<file path="src/include/bcc_pkg.sv">
// Package: constants for the BCD calendar clock with alarm
package bcc_pkg;
  // Register byte offsets
  localparam logic [7:0] OFF_CMD = 8'h00;
  localparam logic [7:0] OFF_DESC_DATE = 8'h04;
  localparam logic [7:0] OFF_DESC_TIME = 8'h08;
  localparam logic [7:0] OFF_DESC_XTRA = 8'h0C;
  localparam logic [7:0] OFF_NOW_DATE = 8'h10;
  localparam logic [7:0] OFF_NOW_TIME = 8'h14;
  localparam logic [7:0] OFF_STATE = 8'h18;
  // Command codes
  localparam logic [7:0] CMD_READ_TIME = 8'h00;
  localparam logic [7:0] CMD_SET_TIME = 8'hFF;
  localparam logic [7:0] CMD_ENABLE = 8'h80;
  localparam logic [7:0] CMD_DISABLE = 8'h81;
  localparam logic [7:0] CMD_SET_ALARM = 8'h82;
  localparam logic [7:0] CMD_READ_ALARM = 8'h84;
  // Alarm types
  localparam logic [7:0] TYPE_NONE = 8'h00;
  localparam logic [7:0] TYPE_MESSAGE = 8'h01;
  localparam logic [7:0] TYPE_NAMED_FUNCTION_WAKE = 8'h02;
  localparam logic [7:0] TYPE_ROUTINE_CALL_WAKE = 8'h03;
  // Status byte values
  localparam logic [7:0] STAT_IDLE = 8'h00;
  localparam logic [7:0] STAT_FIRED = 8'h01;
  // Digit constants
  localparam logic [3:0] NIB_WILD = 4'hF;
  localparam logic [7:0] BYTE_WILD = 8'hFF;
  localparam logic [7:0] MAX_SEC = 8'h59;
  localparam logic [7:0] MAX_HOUR = 8'h23;
  localparam logic [7:0] MAX_MONTH = 8'h12;
  localparam logic [7:0] MAX_YEAR = 8'h99;
  localparam logic [7:0] MAX_DAY = 8'h31;
  localparam logic [7:0] MAX_WDAY = 8'h06;
  // Reset values
  localparam logic [7:0] RST_YEAR = 8'h00;
  localparam logic [7:0] RST_MONTH = 8'h01;
  localparam logic [7:0] RST_DAY = 8'h01;
  localparam logic [7:0] RST_TIME = 8'h00;
  localparam logic [31:0] RST_WORD = 32'h0000_0000;
  // Timing
  localparam int CLK_PERIOD_NS = 40;
  localparam int SECOND_NS = 1000000000;
  localparam int TICK_CYCLES = SECOND_NS / CLK_PERIOD_NS;
endpackage

</file>
<file path="src/core/bcc_clock.sv">
// BCD calendar clock with alarm comparator and AHB-Lite register slave
// Behaviour
// - Stop counting at 23:59:59 12/31/1999
// - February gains a day in leap years
// - Hours run 00 to 23, no AM/PM
// - Weekday advances on day rollover, wraps Saturday
// - Date and time fields are packed BCD bytes
// - Weekday binary, Sunday 0 to Saturday 6
// - Alarm type code 0 to 3
// - Alarm write clears flag; event sets it
// - Alarm read returns flag then clears it
// - Read-time returns all seven time fields
// - All-ones digit on set keeps old digit
// - No event until enable command issued
// - Disable stops events; rewrite alarm, then enable
// - Alarm write stores all fields except year
// - Compare ignores year and seconds units
// - All-ones alarm digit matches any value
// - Alarm read gives year FF, seconds units F
// - Unknown command codes do nothing
//
// Implementation choices: register access over AHB-Lite and the register addresses.
`timescale 1ns/1ps
`default_nettype none
module bcc_clock #(
  parameter int TICK_CYCLES = bcc_pkg::TICK_CYCLES
) (
  // Clock and reset
  input wire logic i_core_clk,
  input wire logic i_arst_n,
  // AHB-Lite slave
  input wire logic i_hsel,
  input wire logic [31:0] i_haddr,
  input wire logic [1:0] i_htrans,
  input wire logic i_hwrite,
  input wire logic [2:0] i_hsize,
  input wire logic i_hready,
  input wire logic [31:0] i_hwdata,
  output logic [31:0] o_hrdata,
  output logic o_hreadyout,
  output logic o_hresp,
  // Alarm event towards the system
  output logic o_alarm_event,
  output logic [7:0] o_alarm_type,
  output logic [15:0] o_alarm_addr
);
  function automatic logic [7:0] bcd_inc(input logic [7:0] v);
    bcd_inc = (v[3:0] == 4'h9) ? {v[7:4] + 4'h1, 4'h0} : {v[7:4], v[3:0] + 4'h1};
  endfunction

  function automatic logic [7:0] keep_wild(input logic [7:0] nv, input logic [7:0] ov);
    keep_wild = {(nv[7:4] == bcc_pkg::NIB_WILD) ? ov[7:4] : nv[7:4],
                 (nv[3:0] == bcc_pkg::NIB_WILD) ? ov[3:0] : nv[3:0]};
  endfunction

  function automatic logic nib_ok(input logic [3:0] a, input logic [3:0] c);
    nib_ok = (a == bcc_pkg::NIB_WILD) || (a == c);
  endfunction

  function automatic logic byte_ok(input logic [7:0] a, input logic [7:0] c);
    byte_ok = nib_ok(a[7:4], c[7:4]) && nib_ok(a[3:0], c[3:0]);
  endfunction

  // Century year 00 (1900) is not a leap year
  function automatic logic [7:0] last_day(input logic [7:0] mo, input logic [7:0] yr);
    logic leap;
    leap = yr[4] ? (yr[3:0] == 4'h2 || yr[3:0] == 4'h6)
                 : ((yr[3:0] == 4'h4 || yr[3:0] == 4'h8) || (yr[3:0] == 4'h0 && yr[7:4] != 4'h0));
    case (mo)
      8'h02: last_day = leap ? 8'h29 : 8'h28;
      8'h04, 8'h06, 8'h09, 8'h11: last_day = 8'h30;
      default: last_day = bcc_pkg::MAX_DAY;
    endcase
  endfunction

  // Time, alarm and descriptor state
  logic [7:0] yr_reg, mo_reg, dy_reg, hr_reg, mi_reg, se_reg, wd_reg;
  logic [7:0] a_mo_reg, a_dy_reg, a_hr_reg, a_mi_reg, a_se_reg, a_wd_reg, a_type_reg;
  logic [15:0] a_addr_reg;
  logic en_reg, valid_reg, flag_reg, match_prev_reg, tick_d_reg;
  logic [31:0] d_date_reg, d_time_reg, d_xtra_reg;
  logic [7:0] addr_reg;
  logic wr_reg, rd_wait_reg;
  logic [31:0] rdata_reg;
  logic tick;

  bcc_tick #(.CYCLES(TICK_CYCLES)) u_tick (
    .i_core_clk(i_core_clk),
    .i_arst_n(i_arst_n),
    .o_tick(tick)
  );

  // Bus decode; reads take one wait state so they see command results
  wire logic take = i_hsel && i_htrans[1] && i_hready;
  wire logic bus_wr = wr_reg && !rd_wait_reg;
  wire logic wr_cmd = bus_wr && (addr_reg == bcc_pkg::OFF_CMD);
  wire logic [7:0] code = i_hwdata[7:0];
  wire logic c_rtime = wr_cmd && (code == bcc_pkg::CMD_READ_TIME);
  wire logic c_stime = wr_cmd && (code == bcc_pkg::CMD_SET_TIME);
  wire logic c_en = wr_cmd && (code == bcc_pkg::CMD_ENABLE);
  wire logic c_dis = wr_cmd && (code == bcc_pkg::CMD_DISABLE);
  wire logic c_salarm = wr_cmd && (code == bcc_pkg::CMD_SET_ALARM);
  wire logic c_ralarm = wr_cmd && (code == bcc_pkg::CMD_READ_ALARM);
  wire logic c_any = c_rtime || c_stime || c_en || c_dis || c_salarm || c_ralarm;

  // Descriptor bytes in packed BCD
  wire logic [7:0] d_yr = d_date_reg[31:24];
  wire logic [7:0] d_mo = d_date_reg[23:16];
  wire logic [7:0] d_dy = d_date_reg[15:8];
  wire logic [7:0] d_hr = d_date_reg[7:0];
  wire logic [7:0] d_mi = d_time_reg[31:24];
  wire logic [7:0] d_se = d_time_reg[23:16];
  wire logic [7:0] d_wd = d_time_reg[15:8];
  wire logic [7:0] d_ty = d_time_reg[7:0];

  // Calendar carry chain
  wire logic at_max = (yr_reg == bcc_pkg::MAX_YEAR) && (mo_reg == bcc_pkg::MAX_MONTH)
    && (dy_reg == bcc_pkg::MAX_DAY) && (hr_reg == bcc_pkg::MAX_HOUR)
    && (mi_reg == bcc_pkg::MAX_SEC) && (se_reg == bcc_pkg::MAX_SEC);
  wire logic run = tick && !at_max;
  wire logic c_mi = run && (se_reg == bcc_pkg::MAX_SEC);
  wire logic c_hr = c_mi && (mi_reg == bcc_pkg::MAX_SEC);
  wire logic c_dy = c_hr && (hr_reg == bcc_pkg::MAX_HOUR);
  wire logic c_mo = c_dy && (dy_reg == last_day(mo_reg, yr_reg));
  wire logic c_yr = c_mo && (mo_reg == bcc_pkg::MAX_MONTH);

  wire logic [7:0] se_step = c_mi ? bcc_pkg::RST_TIME : bcd_inc(se_reg);
  wire logic [7:0] mi_step = c_hr ? bcc_pkg::RST_TIME : bcd_inc(mi_reg);
  wire logic [7:0] hr_step = c_dy ? bcc_pkg::RST_TIME : bcd_inc(hr_reg);
  wire logic [7:0] dy_step = c_mo ? bcc_pkg::RST_DAY : bcd_inc(dy_reg);
  wire logic [7:0] mo_step = c_yr ? bcc_pkg::RST_MONTH : bcd_inc(mo_reg);
  wire logic [7:0] wd_step = (wd_reg == bcc_pkg::MAX_WDAY) ? 8'h00 : wd_reg + 8'h01;

  // Set-time wins over the tick in the same cycle
  wire logic [7:0] se_next = c_stime ? keep_wild(d_se, se_reg) : run ? se_step : se_reg;
  wire logic [7:0] mi_next = c_stime ? keep_wild(d_mi, mi_reg) : c_mi ? mi_step : mi_reg;
  wire logic [7:0] hr_next = c_stime ? keep_wild(d_hr, hr_reg) : c_hr ? hr_step : hr_reg;
  wire logic [7:0] dy_next = c_stime ? keep_wild(d_dy, dy_reg) : c_dy ? dy_step : dy_reg;
  wire logic [7:0] mo_next = c_stime ? keep_wild(d_mo, mo_reg) : c_mo ? mo_step : mo_reg;
  wire logic [7:0] yr_next = c_stime ? keep_wild(d_yr, yr_reg) : c_yr ? bcd_inc(yr_reg) : yr_reg;
  wire logic [7:0] wd_next = c_stime ? keep_wild(d_wd, wd_reg) : c_dy ? wd_step : wd_reg;

  // Alarm compare one cycle after the tick, on the updated time
  wire logic match = byte_ok(a_mo_reg, mo_reg) && byte_ok(a_dy_reg, dy_reg)
    && byte_ok(a_hr_reg, hr_reg) && byte_ok(a_mi_reg, mi_reg)
    && nib_ok(a_se_reg[7:4], se_reg[7:4]) && byte_ok(a_wd_reg, wd_reg);
  // Edge of match so a ten-second window fires only once
  wire logic fire = tick_d_reg && en_reg && valid_reg && match && !match_prev_reg;

  // Event set wins over the read or write clear
  wire logic flag_next = fire ? 1'b1 : (c_salarm || c_ralarm) ? 1'b0 : flag_reg;
  wire logic en_next = c_dis ? 1'b0 : c_en ? valid_reg : en_reg;
  wire logic valid_next = c_dis ? 1'b0 : c_salarm ? 1'b1 : valid_reg;
  wire logic [7:0] stat_byte = flag_reg ? bcc_pkg::STAT_FIRED : bcc_pkg::STAT_IDLE;

  // Descriptor next values: bus writes or command results
  wire logic [31:0] d_date_next =
    c_rtime ? {yr_reg, mo_reg, dy_reg, hr_reg} :
    c_ralarm ? {bcc_pkg::BYTE_WILD, a_mo_reg, a_dy_reg, a_hr_reg} :
    (bus_wr && addr_reg == bcc_pkg::OFF_DESC_DATE) ? i_hwdata : d_date_reg;
  wire logic [31:0] d_time_next =
    c_rtime ? {mi_reg, se_reg, wd_reg, d_ty} :
    c_ralarm ? {a_mi_reg, a_se_reg[7:4], bcc_pkg::NIB_WILD, a_wd_reg, a_type_reg} :
    (bus_wr && addr_reg == bcc_pkg::OFF_DESC_TIME) ? i_hwdata : d_time_reg;
  wire logic [31:0] d_xtra_next =
    c_ralarm ? {8'h00, stat_byte, a_addr_reg} :
    (bus_wr && addr_reg == bcc_pkg::OFF_DESC_XTRA) ? {8'h00, 8'h00, i_hwdata[15:0]} : d_xtra_reg;

  // Read mux; unmapped offsets read zero
  wire logic [31:0] rd_mux =
    (addr_reg == bcc_pkg::OFF_DESC_DATE) ? d_date_reg :
    (addr_reg == bcc_pkg::OFF_DESC_TIME) ? d_time_reg :
    (addr_reg == bcc_pkg::OFF_DESC_XTRA) ? d_xtra_reg :
    (addr_reg == bcc_pkg::OFF_NOW_DATE) ? {yr_reg, mo_reg, dy_reg, hr_reg} :
    (addr_reg == bcc_pkg::OFF_NOW_TIME) ? {mi_reg, se_reg, wd_reg, 8'h00} :
    (addr_reg == bcc_pkg::OFF_STATE) ? {29'h0, flag_reg, valid_reg, en_reg} :
    bcc_pkg::RST_WORD;

  always_ff @(posedge i_core_clk or negedge i_arst_n)
  begin
    if (!i_arst_n)
    begin
      addr_reg <= 8'h00;
      wr_reg <= 1'b0;
      rd_wait_reg <= 1'b0;
      rdata_reg <= bcc_pkg::RST_WORD;
    end
    else
    begin
      addr_reg <= take ? i_haddr[7:0] : addr_reg;
      wr_reg <= take && i_hwrite;
      rd_wait_reg <= take && !i_hwrite;
      rdata_reg <= rd_wait_reg ? rd_mux : rdata_reg;
    end
  end

  always_ff @(posedge i_core_clk or negedge i_arst_n)
  begin
    if (!i_arst_n)
    begin
      yr_reg <= bcc_pkg::RST_YEAR;
      mo_reg <= bcc_pkg::RST_MONTH;
      dy_reg <= bcc_pkg::RST_DAY;
      hr_reg <= bcc_pkg::RST_TIME;
      mi_reg <= bcc_pkg::RST_TIME;
      se_reg <= bcc_pkg::RST_TIME;
      wd_reg <= bcc_pkg::RST_TIME;
      d_date_reg <= bcc_pkg::RST_WORD;
      d_time_reg <= bcc_pkg::RST_WORD;
      d_xtra_reg <= bcc_pkg::RST_WORD;
    end
    else
    begin
      yr_reg <= yr_next;
      mo_reg <= mo_next;
      dy_reg <= dy_next;
      hr_reg <= hr_next;
      mi_reg <= mi_next;
      se_reg <= se_next;
      wd_reg <= wd_next;
      d_date_reg <= d_date_next;
      d_time_reg <= d_time_next;
      d_xtra_reg <= d_xtra_next;
    end
  end

  // Alarm store: year is never kept
  always_ff @(posedge i_core_clk or negedge i_arst_n)
  begin
    if (!i_arst_n)
    begin
      a_mo_reg <= bcc_pkg::RST_WORD[7:0];
      a_dy_reg <= bcc_pkg::RST_WORD[7:0];
      a_hr_reg <= bcc_pkg::RST_WORD[7:0];
      a_mi_reg <= bcc_pkg::RST_WORD[7:0];
      a_se_reg <= bcc_pkg::RST_WORD[7:0];
      a_wd_reg <= bcc_pkg::RST_WORD[7:0];
      a_type_reg <= bcc_pkg::TYPE_NONE;
      a_addr_reg <= 16'h0000;
    end
    else if (c_salarm)
    begin
      a_mo_reg <= d_mo;
      a_dy_reg <= d_dy;
      a_hr_reg <= d_hr;
      a_mi_reg <= d_mi;
      a_se_reg <= d_se;
      a_wd_reg <= d_wd;
      a_type_reg <= d_ty;
      a_addr_reg <= d_xtra_reg[15:0];
    end
  end

  always_ff @(posedge i_core_clk or negedge i_arst_n)
  begin
    if (!i_arst_n)
    begin
      en_reg <= 1'b0;
      valid_reg <= 1'b0;
      flag_reg <= 1'b0;
      match_prev_reg <= 1'b0;
      tick_d_reg <= 1'b0;
      o_alarm_event <= 1'b0;
    end
    else
    begin
      en_reg <= en_next;
      valid_reg <= valid_next;
      flag_reg <= flag_next;
      match_prev_reg <= tick_d_reg ? match : match_prev_reg;
      tick_d_reg <= tick;
      o_alarm_event <= fire;
    end
  end

  assign o_hrdata = rdata_reg;
  assign o_hreadyout = !rd_wait_reg;
  assign o_hresp = 1'b0;
  assign o_alarm_type = a_type_reg;
  assign o_alarm_addr = a_addr_reg;

  a_event_sets_flag:
    assert property (@(posedge i_core_clk) disable iff (!i_arst_n) fire |=> flag_reg)
    else $error("flag not set by alarm event");
  a_alarm_write_clears:
    assert property (@(posedge i_core_clk) disable iff (!i_arst_n)
      (c_salarm && !fire) |=> (!flag_reg && valid_reg))
    else $error("alarm write did not clear flag");
  a_read_returns_flag:
    assert property (@(posedge i_core_clk) disable iff (!i_arst_n)
      (c_ralarm && flag_reg && !fire) |=> (d_xtra_reg[23:16] == 8'h01 && !flag_reg))
    else $error("alarm read did not return and clear flag");
  a_no_fire_disabled:
    assert property (@(posedge i_core_clk) disable iff (!i_arst_n) !en_reg |=> !o_alarm_event)
    else $error("event while disabled");
  a_disable_stops:
    assert property (@(posedge i_core_clk) disable iff (!i_arst_n)
      (c_dis ##1 (!c_salarm && !c_dis) [*2]) |-> (!en_reg && !fire))
    else $error("event possible after disable");
  a_stop_at_max:
    assert property (@(posedge i_core_clk) disable iff (!i_arst_n)
      (at_max && !c_stime) |=> (se_reg == 8'h59 && yr_reg == 8'h99))
    else $error("clock ran past final second");
  a_hour_wraps:
    assert property (@(posedge i_core_clk) disable iff (!i_arst_n)
      (c_dy && !c_stime) |=> (hr_reg == 8'h00 && se_reg == 8'h00))
    else $error("hour did not wrap to zero");
  a_weekday_step:
    assert property (@(posedge i_core_clk) disable iff (!i_arst_n)
      (c_dy && !c_stime && wd_reg == 8'h06) |=> (wd_reg == 8'h00))
    else $error("weekday did not wrap after Saturday");
  a_unknown_cmd_idle:
    assert property (@(posedge i_core_clk) disable iff (!i_arst_n)
      (wr_cmd && !c_any) |=> ($stable(d_date_reg) && $stable(en_reg) && $stable(valid_reg)))
    else $error("unknown command had an effect");
  a_fire_once:
    assert property (@(posedge i_core_clk) disable iff (!i_arst_n) fire |=> !fire [*8])
    else $error("alarm fired twice in a row");
endmodule
`default_nettype wire

</file>
<file path="src/core/bcc_tick.sv">
// Seconds prescaler for the calendar clock
`timescale 1ns/1ps
`default_nettype none
module bcc_tick #(
  parameter int CYCLES = 25000000
) (
  // Clock and reset
  input wire logic i_core_clk,
  input wire logic i_arst_n,
  // Tick out
  output logic o_tick
);
  localparam int CW = $clog2(CYCLES + 1);
  localparam logic [CW-1:0] LAST = CW'(CYCLES - 1);

  logic [CW-1:0] cnt_reg;
  wire logic at_last = (cnt_reg == LAST);
  wire logic [CW-1:0] cnt_next = at_last ? '0 : cnt_reg + CW'(1);

  always_ff @(posedge i_core_clk or negedge i_arst_n)
  begin
    if (!i_arst_n)
    begin
      cnt_reg <= '0;
      o_tick <= 1'b0;
    end
    else
    begin
      cnt_reg <= cnt_next;
      o_tick <= at_last;
    end
  end
endmodule
`default_nettype wire

</file>
<file path="config.mk">
export PLATFORM = sky130hd
export DESIGN_NAME = bcc_clock
export DESIGN_NICKNAME = d
export VERILOG_FILES = /design/src/include/bcc_pkg.sv /design/src/core/bcc_clock.sv /design/src/core/bcc_tick.sv
export SDC_FILE = /design/constraint.sdc
export NUM_CORES = 1
export LEC_CHECK = 0
export ABC_CLOCK_PERIOD_IN_PS = 3100
export BUFFER_PORTS_ARGS = -buffer_cell sky130_fd_sc_hd__buf_2
export CAP_MARGIN = 10
export CORE_MARGIN = 3
export CORE_UTILIZATION = 45
export CTS_CLUSTER_DIAMETER = 80
export DETAILED_ROUTE_END_ITERATION = 10
export GPL_ROUTABILITY_DRIVEN = 0
export PLACE_DENSITY = 0.65
export SLEW_MARGIN = 20
export SYNTH_ARGS = -nofsm -noshare
export SYNTH_HDL_FRONTEND = slang
export SYNTH_SLANG_ARGS = --single-unit
export TNS_END_PERCENT = 20
</file>
<file path="constraint.sdc">
create_clock -name i_core_clk -period 3.1 [get_ports i_core_clk]
set_clock_uncertainty 0.15 [all_clocks]
set_input_delay 0.155 -clock i_core_clk [delete_from_list [all_inputs] [get_ports i_core_clk]]
set_output_delay 0.155 -clock i_core_clk [all_outputs]
set_load 0.02 [all_outputs]
</file>
Word-level counts from Yosys, hierarchy flattened
Cells that the tools add are included.

Reductions and logical operators: 99. Equality and inequality tests: 85. Multiplexer cells: 65. Bitwise gates (word level): 1. $add $sub $neg: 14.

Operator list (count): 2-to-1 mux 32 bit (13); 2-to-1 mux 8 bit (26); equality test 4 bit, second input constant (32); 2-to-1 mux 4 bit (14); adder 4 x 1 -> 4 bit, second input constant (12); equality test 8 bit, second input constant (6); equality test 4 bit (11); logical AND 1 bit (41); equality test 8 x 5 -> 1 bit, second input constant (5); equality test 8 x 3 -> 1 bit, second input constant (4); != test 2 bit, second input constant (14); adder 25 x 1 -> 25 bit, second input constant (1); equality test 25 bit, second input constant (1); 2-to-1 mux 25 bit (1); equality test 8 x 4 -> 1 bit, second input constant (3); nonzero test 2 bit (12); nonzero test 3 bit (7); AND reduction 2 bit (9); AND reduction 3 bit (6); equality test 8 x 6 -> 1 bit, second input constant (2); equality test 8 x 7 -> 1 bit, second input constant (2); logical NOT 8 bit (2); logical OR 1 bit (15); one-hot mux 5 bit (2 select lines) (1); 12 further kinds (24).

Word-level logic and storage cells: 302. Register bits: 298. Bits of input ports: 74. Output and inout port bits: 59.

Logic depth before layout (Yosys ltp)
Depth in word-level cells: 16. Mapped depth: 11. Depth with buffers taken out: 9.

Hierarchy
Synthesis repeated with hierarchy kept, for this count alone.

Cells, all modules: 1610. Area, all modules: 15252.1 um^2.

By module, submodules not included: bcc_clock (times used 1, area each 13913.3 um^2, sequential area each 6333.6 um^2, cells each 1480); bcc_tick (times used 1, area each 1338.8 um^2, sequential area each 650.6 um^2, cells each 130).

Worst setup path after synthesis
OpenSTA, ideal clock, no wires.

Path kind: register to register. Start: register dy_reg[0]. End: register se_reg[7]. Stages on the path, launching flop included: 9. Clock period less this slack: 3.129 ns. Buffers on the path: 0. Path slack: -0.029 ns. Library setup time: 0.139 ns. Required time: 2.811 ns. Arrival time: 2.840 ns. Path through: dfstp_2 > ha_1 > or4b_4 > or4_4 > or3_4 > o21ai_4 > o31a_4 > nor4_1 > or4b_1.

Cells in the longest elaborated chain, start to end: 11. Elaborated cells between the ends (all ways): 14. Those cells by class: 1 x eq/ne; 3 x mux; 10 x reduce/logical.

Ends and longest elaborated chain: from (decl) (line bcc_clock.sv:77) `logic [7:0] yr_reg, mo_reg, dy_reg, hr_reg, mi_reg, se_reg, wd_reg;`; from (signal assigned) (line bcc_clock.sv:203) `dy_reg <= bcc_pkg::RST_DAY;`; from (signal assigned) (line bcc_clock.sv:216) `dy_reg <= dy_next;`; equality test 8 x 6 -> 1 bit (*) (line bcc_clock.sv:118) `&& (dy_reg == bcc_pkg::MAX_DAY) && (hr_reg == bcc_pkg::MAX_HOUR)`; logical AND 1 bit (*) (2 in series) (line bcc_clock.sv:118); logical AND 1 bit (*) (2 in series) (line bcc_clock.sv:119) `&& (mi_reg == bcc_pkg::MAX_SEC) && (se_reg == bcc_pkg::MAX_SEC);`; logical NOT 1 bit (*) (line bcc_clock.sv:120) `wire logic run = tick && !at_max;`; logical AND 1 bit (*) (line bcc_clock.sv:120); logical AND 1 bit (line bcc_clock.sv:121) `wire logic c_mi = run && (se_reg == bcc_pkg::MAX_SEC);`; 2-to-1 mux 8 bit (line bcc_clock.sv:127) `wire logic [7:0] se_step = c_mi ? bcc_pkg::RST_TIME : bcd_inc(se_reg);`; 2-to-1 mux 8 bit (2 in series) (line bcc_clock.sv:135) `wire logic [7:0] se_next = c_stime ? keep_wild(d_se, se_reg) : run ? se_step : se_reg;`; to (signal assigned) (line bcc_clock.sv:206) `se_reg <= bcc_pkg::RST_TIME;`; to (signal assigned) (line bcc_clock.sv:219) `se_reg <= se_next;`; to (decl) (line bcc_clock.sv:77).

Every way passes the cells marked *; elsewhere a longest branch is shown, timed or not. The select of a mux whose other input is x is not followed. A chain may end at the register's enable or synchronous reset.

Worst setup path after layout
Start: register dy_reg[0]. End: register mi_reg[0].

Cells in the longest elaborated chain, start to end: 12. Elaborated cells between the ends (all ways): 14. Those cells by class: 1 x eq/ne; 3 x mux; 10 x reduce/logical.

Ends and longest elaborated chain: equality test 8 x 6 -> 1 bit (*) (line bcc_clock.sv:118); logical AND 1 bit (*) (2 in series) (line bcc_clock.sv:118); logical AND 1 bit (*) (2 in series) (line bcc_clock.sv:119); logical NOT 1 bit (*) (line bcc_clock.sv:120); logical AND 1 bit (*) (line bcc_clock.sv:120); logical AND 1 bit (*) (line bcc_clock.sv:121); logical AND 1 bit (line bcc_clock.sv:122) `wire logic c_hr = c_mi && (mi_reg == bcc_pkg::MAX_SEC);`; 2-to-1 mux 8 bit (line bcc_clock.sv:128) `wire logic [7:0] mi_step = c_hr ? bcc_pkg::RST_TIME : bcd_inc(mi_reg);`; 2-to-1 mux 8 bit (2 in series) (line bcc_clock.sv:136) `wire logic [7:0] mi_next = c_stime ? keep_wild(d_mi, mi_reg) : c_mi ? mi_step : mi_reg;`; to (signal assigned) (line bcc_clock.sv:205) `mi_reg <= bcc_pkg::RST_TIME;`; to (signal assigned) (line bcc_clock.sv:218) `mi_reg <= mi_next;`; to (decl) (line bcc_clock.sv:77).

Marked as above.

==> key figures <==
Drt
  – Via-to-Cell Ratio: 6.00
  – Drt initial violations: between 1000 and 1500
  – WL final: around 48 mm
  – Post-route ant nets: 0
  – First-pass DRT Iterations: 9
  – DR DRC count: 0
  – WL/cell: 21.1 µm
  – Vias: 13500

Clock tree
  – Clk_lat worst skew: roughly 520 ps
  – H-tree levels: 2
  – Clk slew on worst S/H paths: about 60 ps
  – CTS Root Cell: clkbuf_16
  – CTS tree: built
  – Clock Sinks: roughly 280
  – Num CTS Buffers: 34
  – Clock Tree Buf Depth: 3

STA
  – Worst slew margin: between 40 and 50%
  – Clock period minus worst slack: between 3000 and 4000 ps
  – Slew at the pin closest to its max-slew limit: around 840 ps
  – RSZ-0062 raised after global routing: true
  – Final hold vios: 0
  – Final worst-path cycle share: 102%
  – Fin worst setup slack: -67.3 ps
  – Setup Viol. Count Final: 6
  – Max Transition Viols Final: 0
  – Max Fclk: between 0.3 and 0.4 GHz

Floorplan
  – Core Region: between 30000 and 40000 µm²
  – Die Area: 35700 µm²
  – Die Height: ~190 µm
  – # rows: between 60 and 70
  – Top Ports: between 100 and 150
  – Initial Utilization: a little under half
  – Die outline width: 189 µm

Layout
  – Fillers: 2924
  – Cell Count, Final, Fillers Out: ~2300
  – Final-stage net count: about 1900
  – Multi-input gate area: 7680 µm²
  – Area growth from synthesis to layout: 22.7%
  – Commonest non-fill, non-tap cell in the layout: dfrtp_1
  – Reg area: approximately 7000 µm²
  – Commonest non-fill, non-tap cells in the layout: 276 x dfrtp_1, 160 x nand2_1, 154 x nor2_1, 120 x buf_4, 111 x a21oi_1
  – Share of layout cells above drive strength 1: 22.4%

GRT
  – Grt peak-use layer: met2
  – Initial antenna violation count: 0
  – Total global-route track usage: a little over a quarter
  – Grt met3 use: just under 5%
  – First-pass GRT wire length: around 75 mm
  – Pin count of the biggest net entering global routing: approximately 100
  – GRT met2 Usage: between 40% and 50%
  – Grt met1 use: 36.2%
  – Global route total overflow: 0
  – Vias in the first global route: around 13000

Run status
  – Status: finished, violations left
  – Failing checks: setup timing

Yosys
  – Synthesized area: between 15000 and 20000 µm²
  – Share of Yosys cell area claimed by the top area cell type: a little under half
  – Sequential-to-total area share from yosys stat: a little under half
  – Synth warnings: 0
  – Number of synthesized flops with an enable pin: 0
  – Main synth FF type: dfrtp_1
  – Synth top area cells: dfrtp_1 46%, mux2_2 5.8%, nand2_1 4.0%
  – Syn_nets: 1684
  – Register bit total from synthesis: 279
  – Leading area contributor after synthesis: dfrtp_1
  – Cells after synthesis: between 1500 and 2000
  – Post-Syn Area per Cell: around 9.5 µm²
  – Synth async-reset ratio: between 90% and 100%
  – Cell variety after synth: 79

Min path
  – Hold Crit Depth: 3
  – Hold Crit Start: i_htrans[1]
  – Hold Path Sink: rd_wait_reg$_DFF_PN0_
  – Hold Path Class: input pin to flop

Worst setup path
  – Slowest CP cell: dfstp_2
  – Reg2Reg Launch Point: dy_reg[0]$_DFFE_PN1P_
  – Crit path DAT: roughly 3400 ps
  – Crit Path Class: flop to flop
  – Reg2reg setup slack: -70 ps
  – Crit path top cell by count: buf_6
  – Critical path startpoint category: flop
  – Worst r2r dst: mi_reg[0]$_DFFE_PN0P_
  – Worst path max stage delay: 550 ps
  – Worst r2r path cells: 10
  – CP required: roughly 3400 ps
  – CP max FO: 4
  – CP endpoint kind: flop
  – CP Cell Sequence: ha_4 -> or4b_4 -> or4_4 -> or3_4 -> buf_6 -> o211ai_1 -> nand2_2 -> buf_6 -> nor2_1 -> a21oi_1

Place
  – DP Cell Count: about 2200
  – Input/output buffers: between 100 and 150
  – DP Worst Slack: -61.8 ps
  – HPWL Detailed: between 30 and 40 mm

Power
  – Worst VDD drop: 0.000409 V
  – Pwr dens: 478 nW/µm²
  – Leak Pwr: a little under 9 nW

Flow run
  – Maxcap violations: 0
## area by class of cell
class | instances | area share, %
diodes | 1 | 0.0135
clock inverters | 9 | 0.670
repair buffers | 273 | 10.8
well taps | 442 | 2.99
clock buffers | 51 | 5.67
inverters | 26 | 0.528
multi-input cells | 1173 | 41.5
flip-flops and latches | 279 | 37.8
## critical path: cells and delay by family, from the launching register on
family	cells	cell delay (ps)
AND/OR/NAND/NOR	5	1550
flip-flops	1	550
AO/OA/AOI/OAI	2	370
buffers and inverters	2	290
adder cells (fa/ha/maj)	1	130
## where the power goes
part           total (mW)  switching (mW)  internal, mW
Combinational       0.716           0.446         0.271
Sequential           3.95           0.148          3.81
Clock                4.16            1.58          2.58
## metal layers
| layer | up-vias | share of wire, % |
|---|---|---|
| met2 | 574 | 46 |
| li1 | 6164 | - |
| met4 | 0 | 3.8 |
| met3 | 129 | 7.7 |
| met1 | 6657 | 42 |
| met5 | - | 0 |
## cells in the mapped netlist, types with 8 or more instances
library cell / number
dfrtp_1: 277
a21o_1: 9
nand3_1: 59
nor4_1: 11
a22oi_1: 8
o21a_1: 9
nor2_1: 160
o41ai_1: 11
nand4_1: 28
nor3b_1: 17
nor3_1: 30
inv_1: 26
o211ai_1: 10
nand2_1: 161
a21oi_1: 112
a31oi_1: 20
nor2b_1: 8
xor2_1: 57
clkbuf_1: 93
a21boi_0: 17
mux2i_1: 52
ha_1: 24
xnor2_1: 10
o22ai_1: 8
and3_1: 20
or3_1: 9
a222oi_1: 25
mux2_2: 77
a221oi_1: 22
o21ai_0: 101
## stage by stage
| stage | area (µm²) | hold WS [ps] | power (mW) | util, % | setup TNS, ps |
|---|---|---|---|---|---|
| after global placement | 16800 | 117 | 4.68 | 51.2 | 0 |
| final | 18500 | 14.9 | 8.83 | 56.4 | -270 |
| after CTS | 18400 | 6.85 | 8.91 | 56.1 | -68.6 |
| after detailed placement | 16800 | 119 | 4.70 | 51.2 | -248 |
| after global routing | 18500 | 41.2 | 9.13 | 56.4 | -1310 |
| after floorplan | 15100 | -291 | 4.34 | - | 0 |
## repair_timing
item | CTS | global route
setup endpoints to repair | 21 | 36
cloned | 0 | 0
setup buffers | 0 | 1
hold endpoints to repair | 184 | 0
hold buffers | 42 | 0
pin swaps | 2 | 2
gates resized for setup | 2 | 19
## worst max path at each step
stage,end,depth (start not counted),from
after floorplan,se_reg[7]$_DFFE_PN0P_,8,dy_reg[0]$_DFFE_PN1P_
after global placement,mi_reg[3]$_DFFE_PN0P_,10,dy_reg[0]$_DFFE_PN1P_
after detailed placement,wd_reg[3]$_DFFE_PN0P_,8,hr_reg[6]$_DFFE_PN0P_
after CTS,dy_reg[1]$_DFFE_PN0P_,8,dy_reg[0]$_DFFE_PN1P_
after global routing,dy_reg[1]$_DFFE_PN0P_,8,dy_reg[0]$_DFFE_PN1P_
final,mi_reg[0]$_DFFE_PN0P_,10,dy_reg[0]$_DFFE_PN1P_
## kinds of logic (layout without fill, tap and decap cells)
logic type               after synthesis  count (layout)  synth area share (%)
AND/OR/NAND/NOR                      557             557                  17.9
AO/OA/AOI/OAI                        395             395                  17.0
flip-flops                           279             279                  46.4
buffers and inverters                134             359                  3.50
multiplexers                         129             129                  9.22
XOR/XNOR                              67              67                  3.90
adder cells (fa/ha/maj)               24              24                  1.99
other                                  1               2                0.0249
No activity file was read; power rests on OpenSTA's default activity.
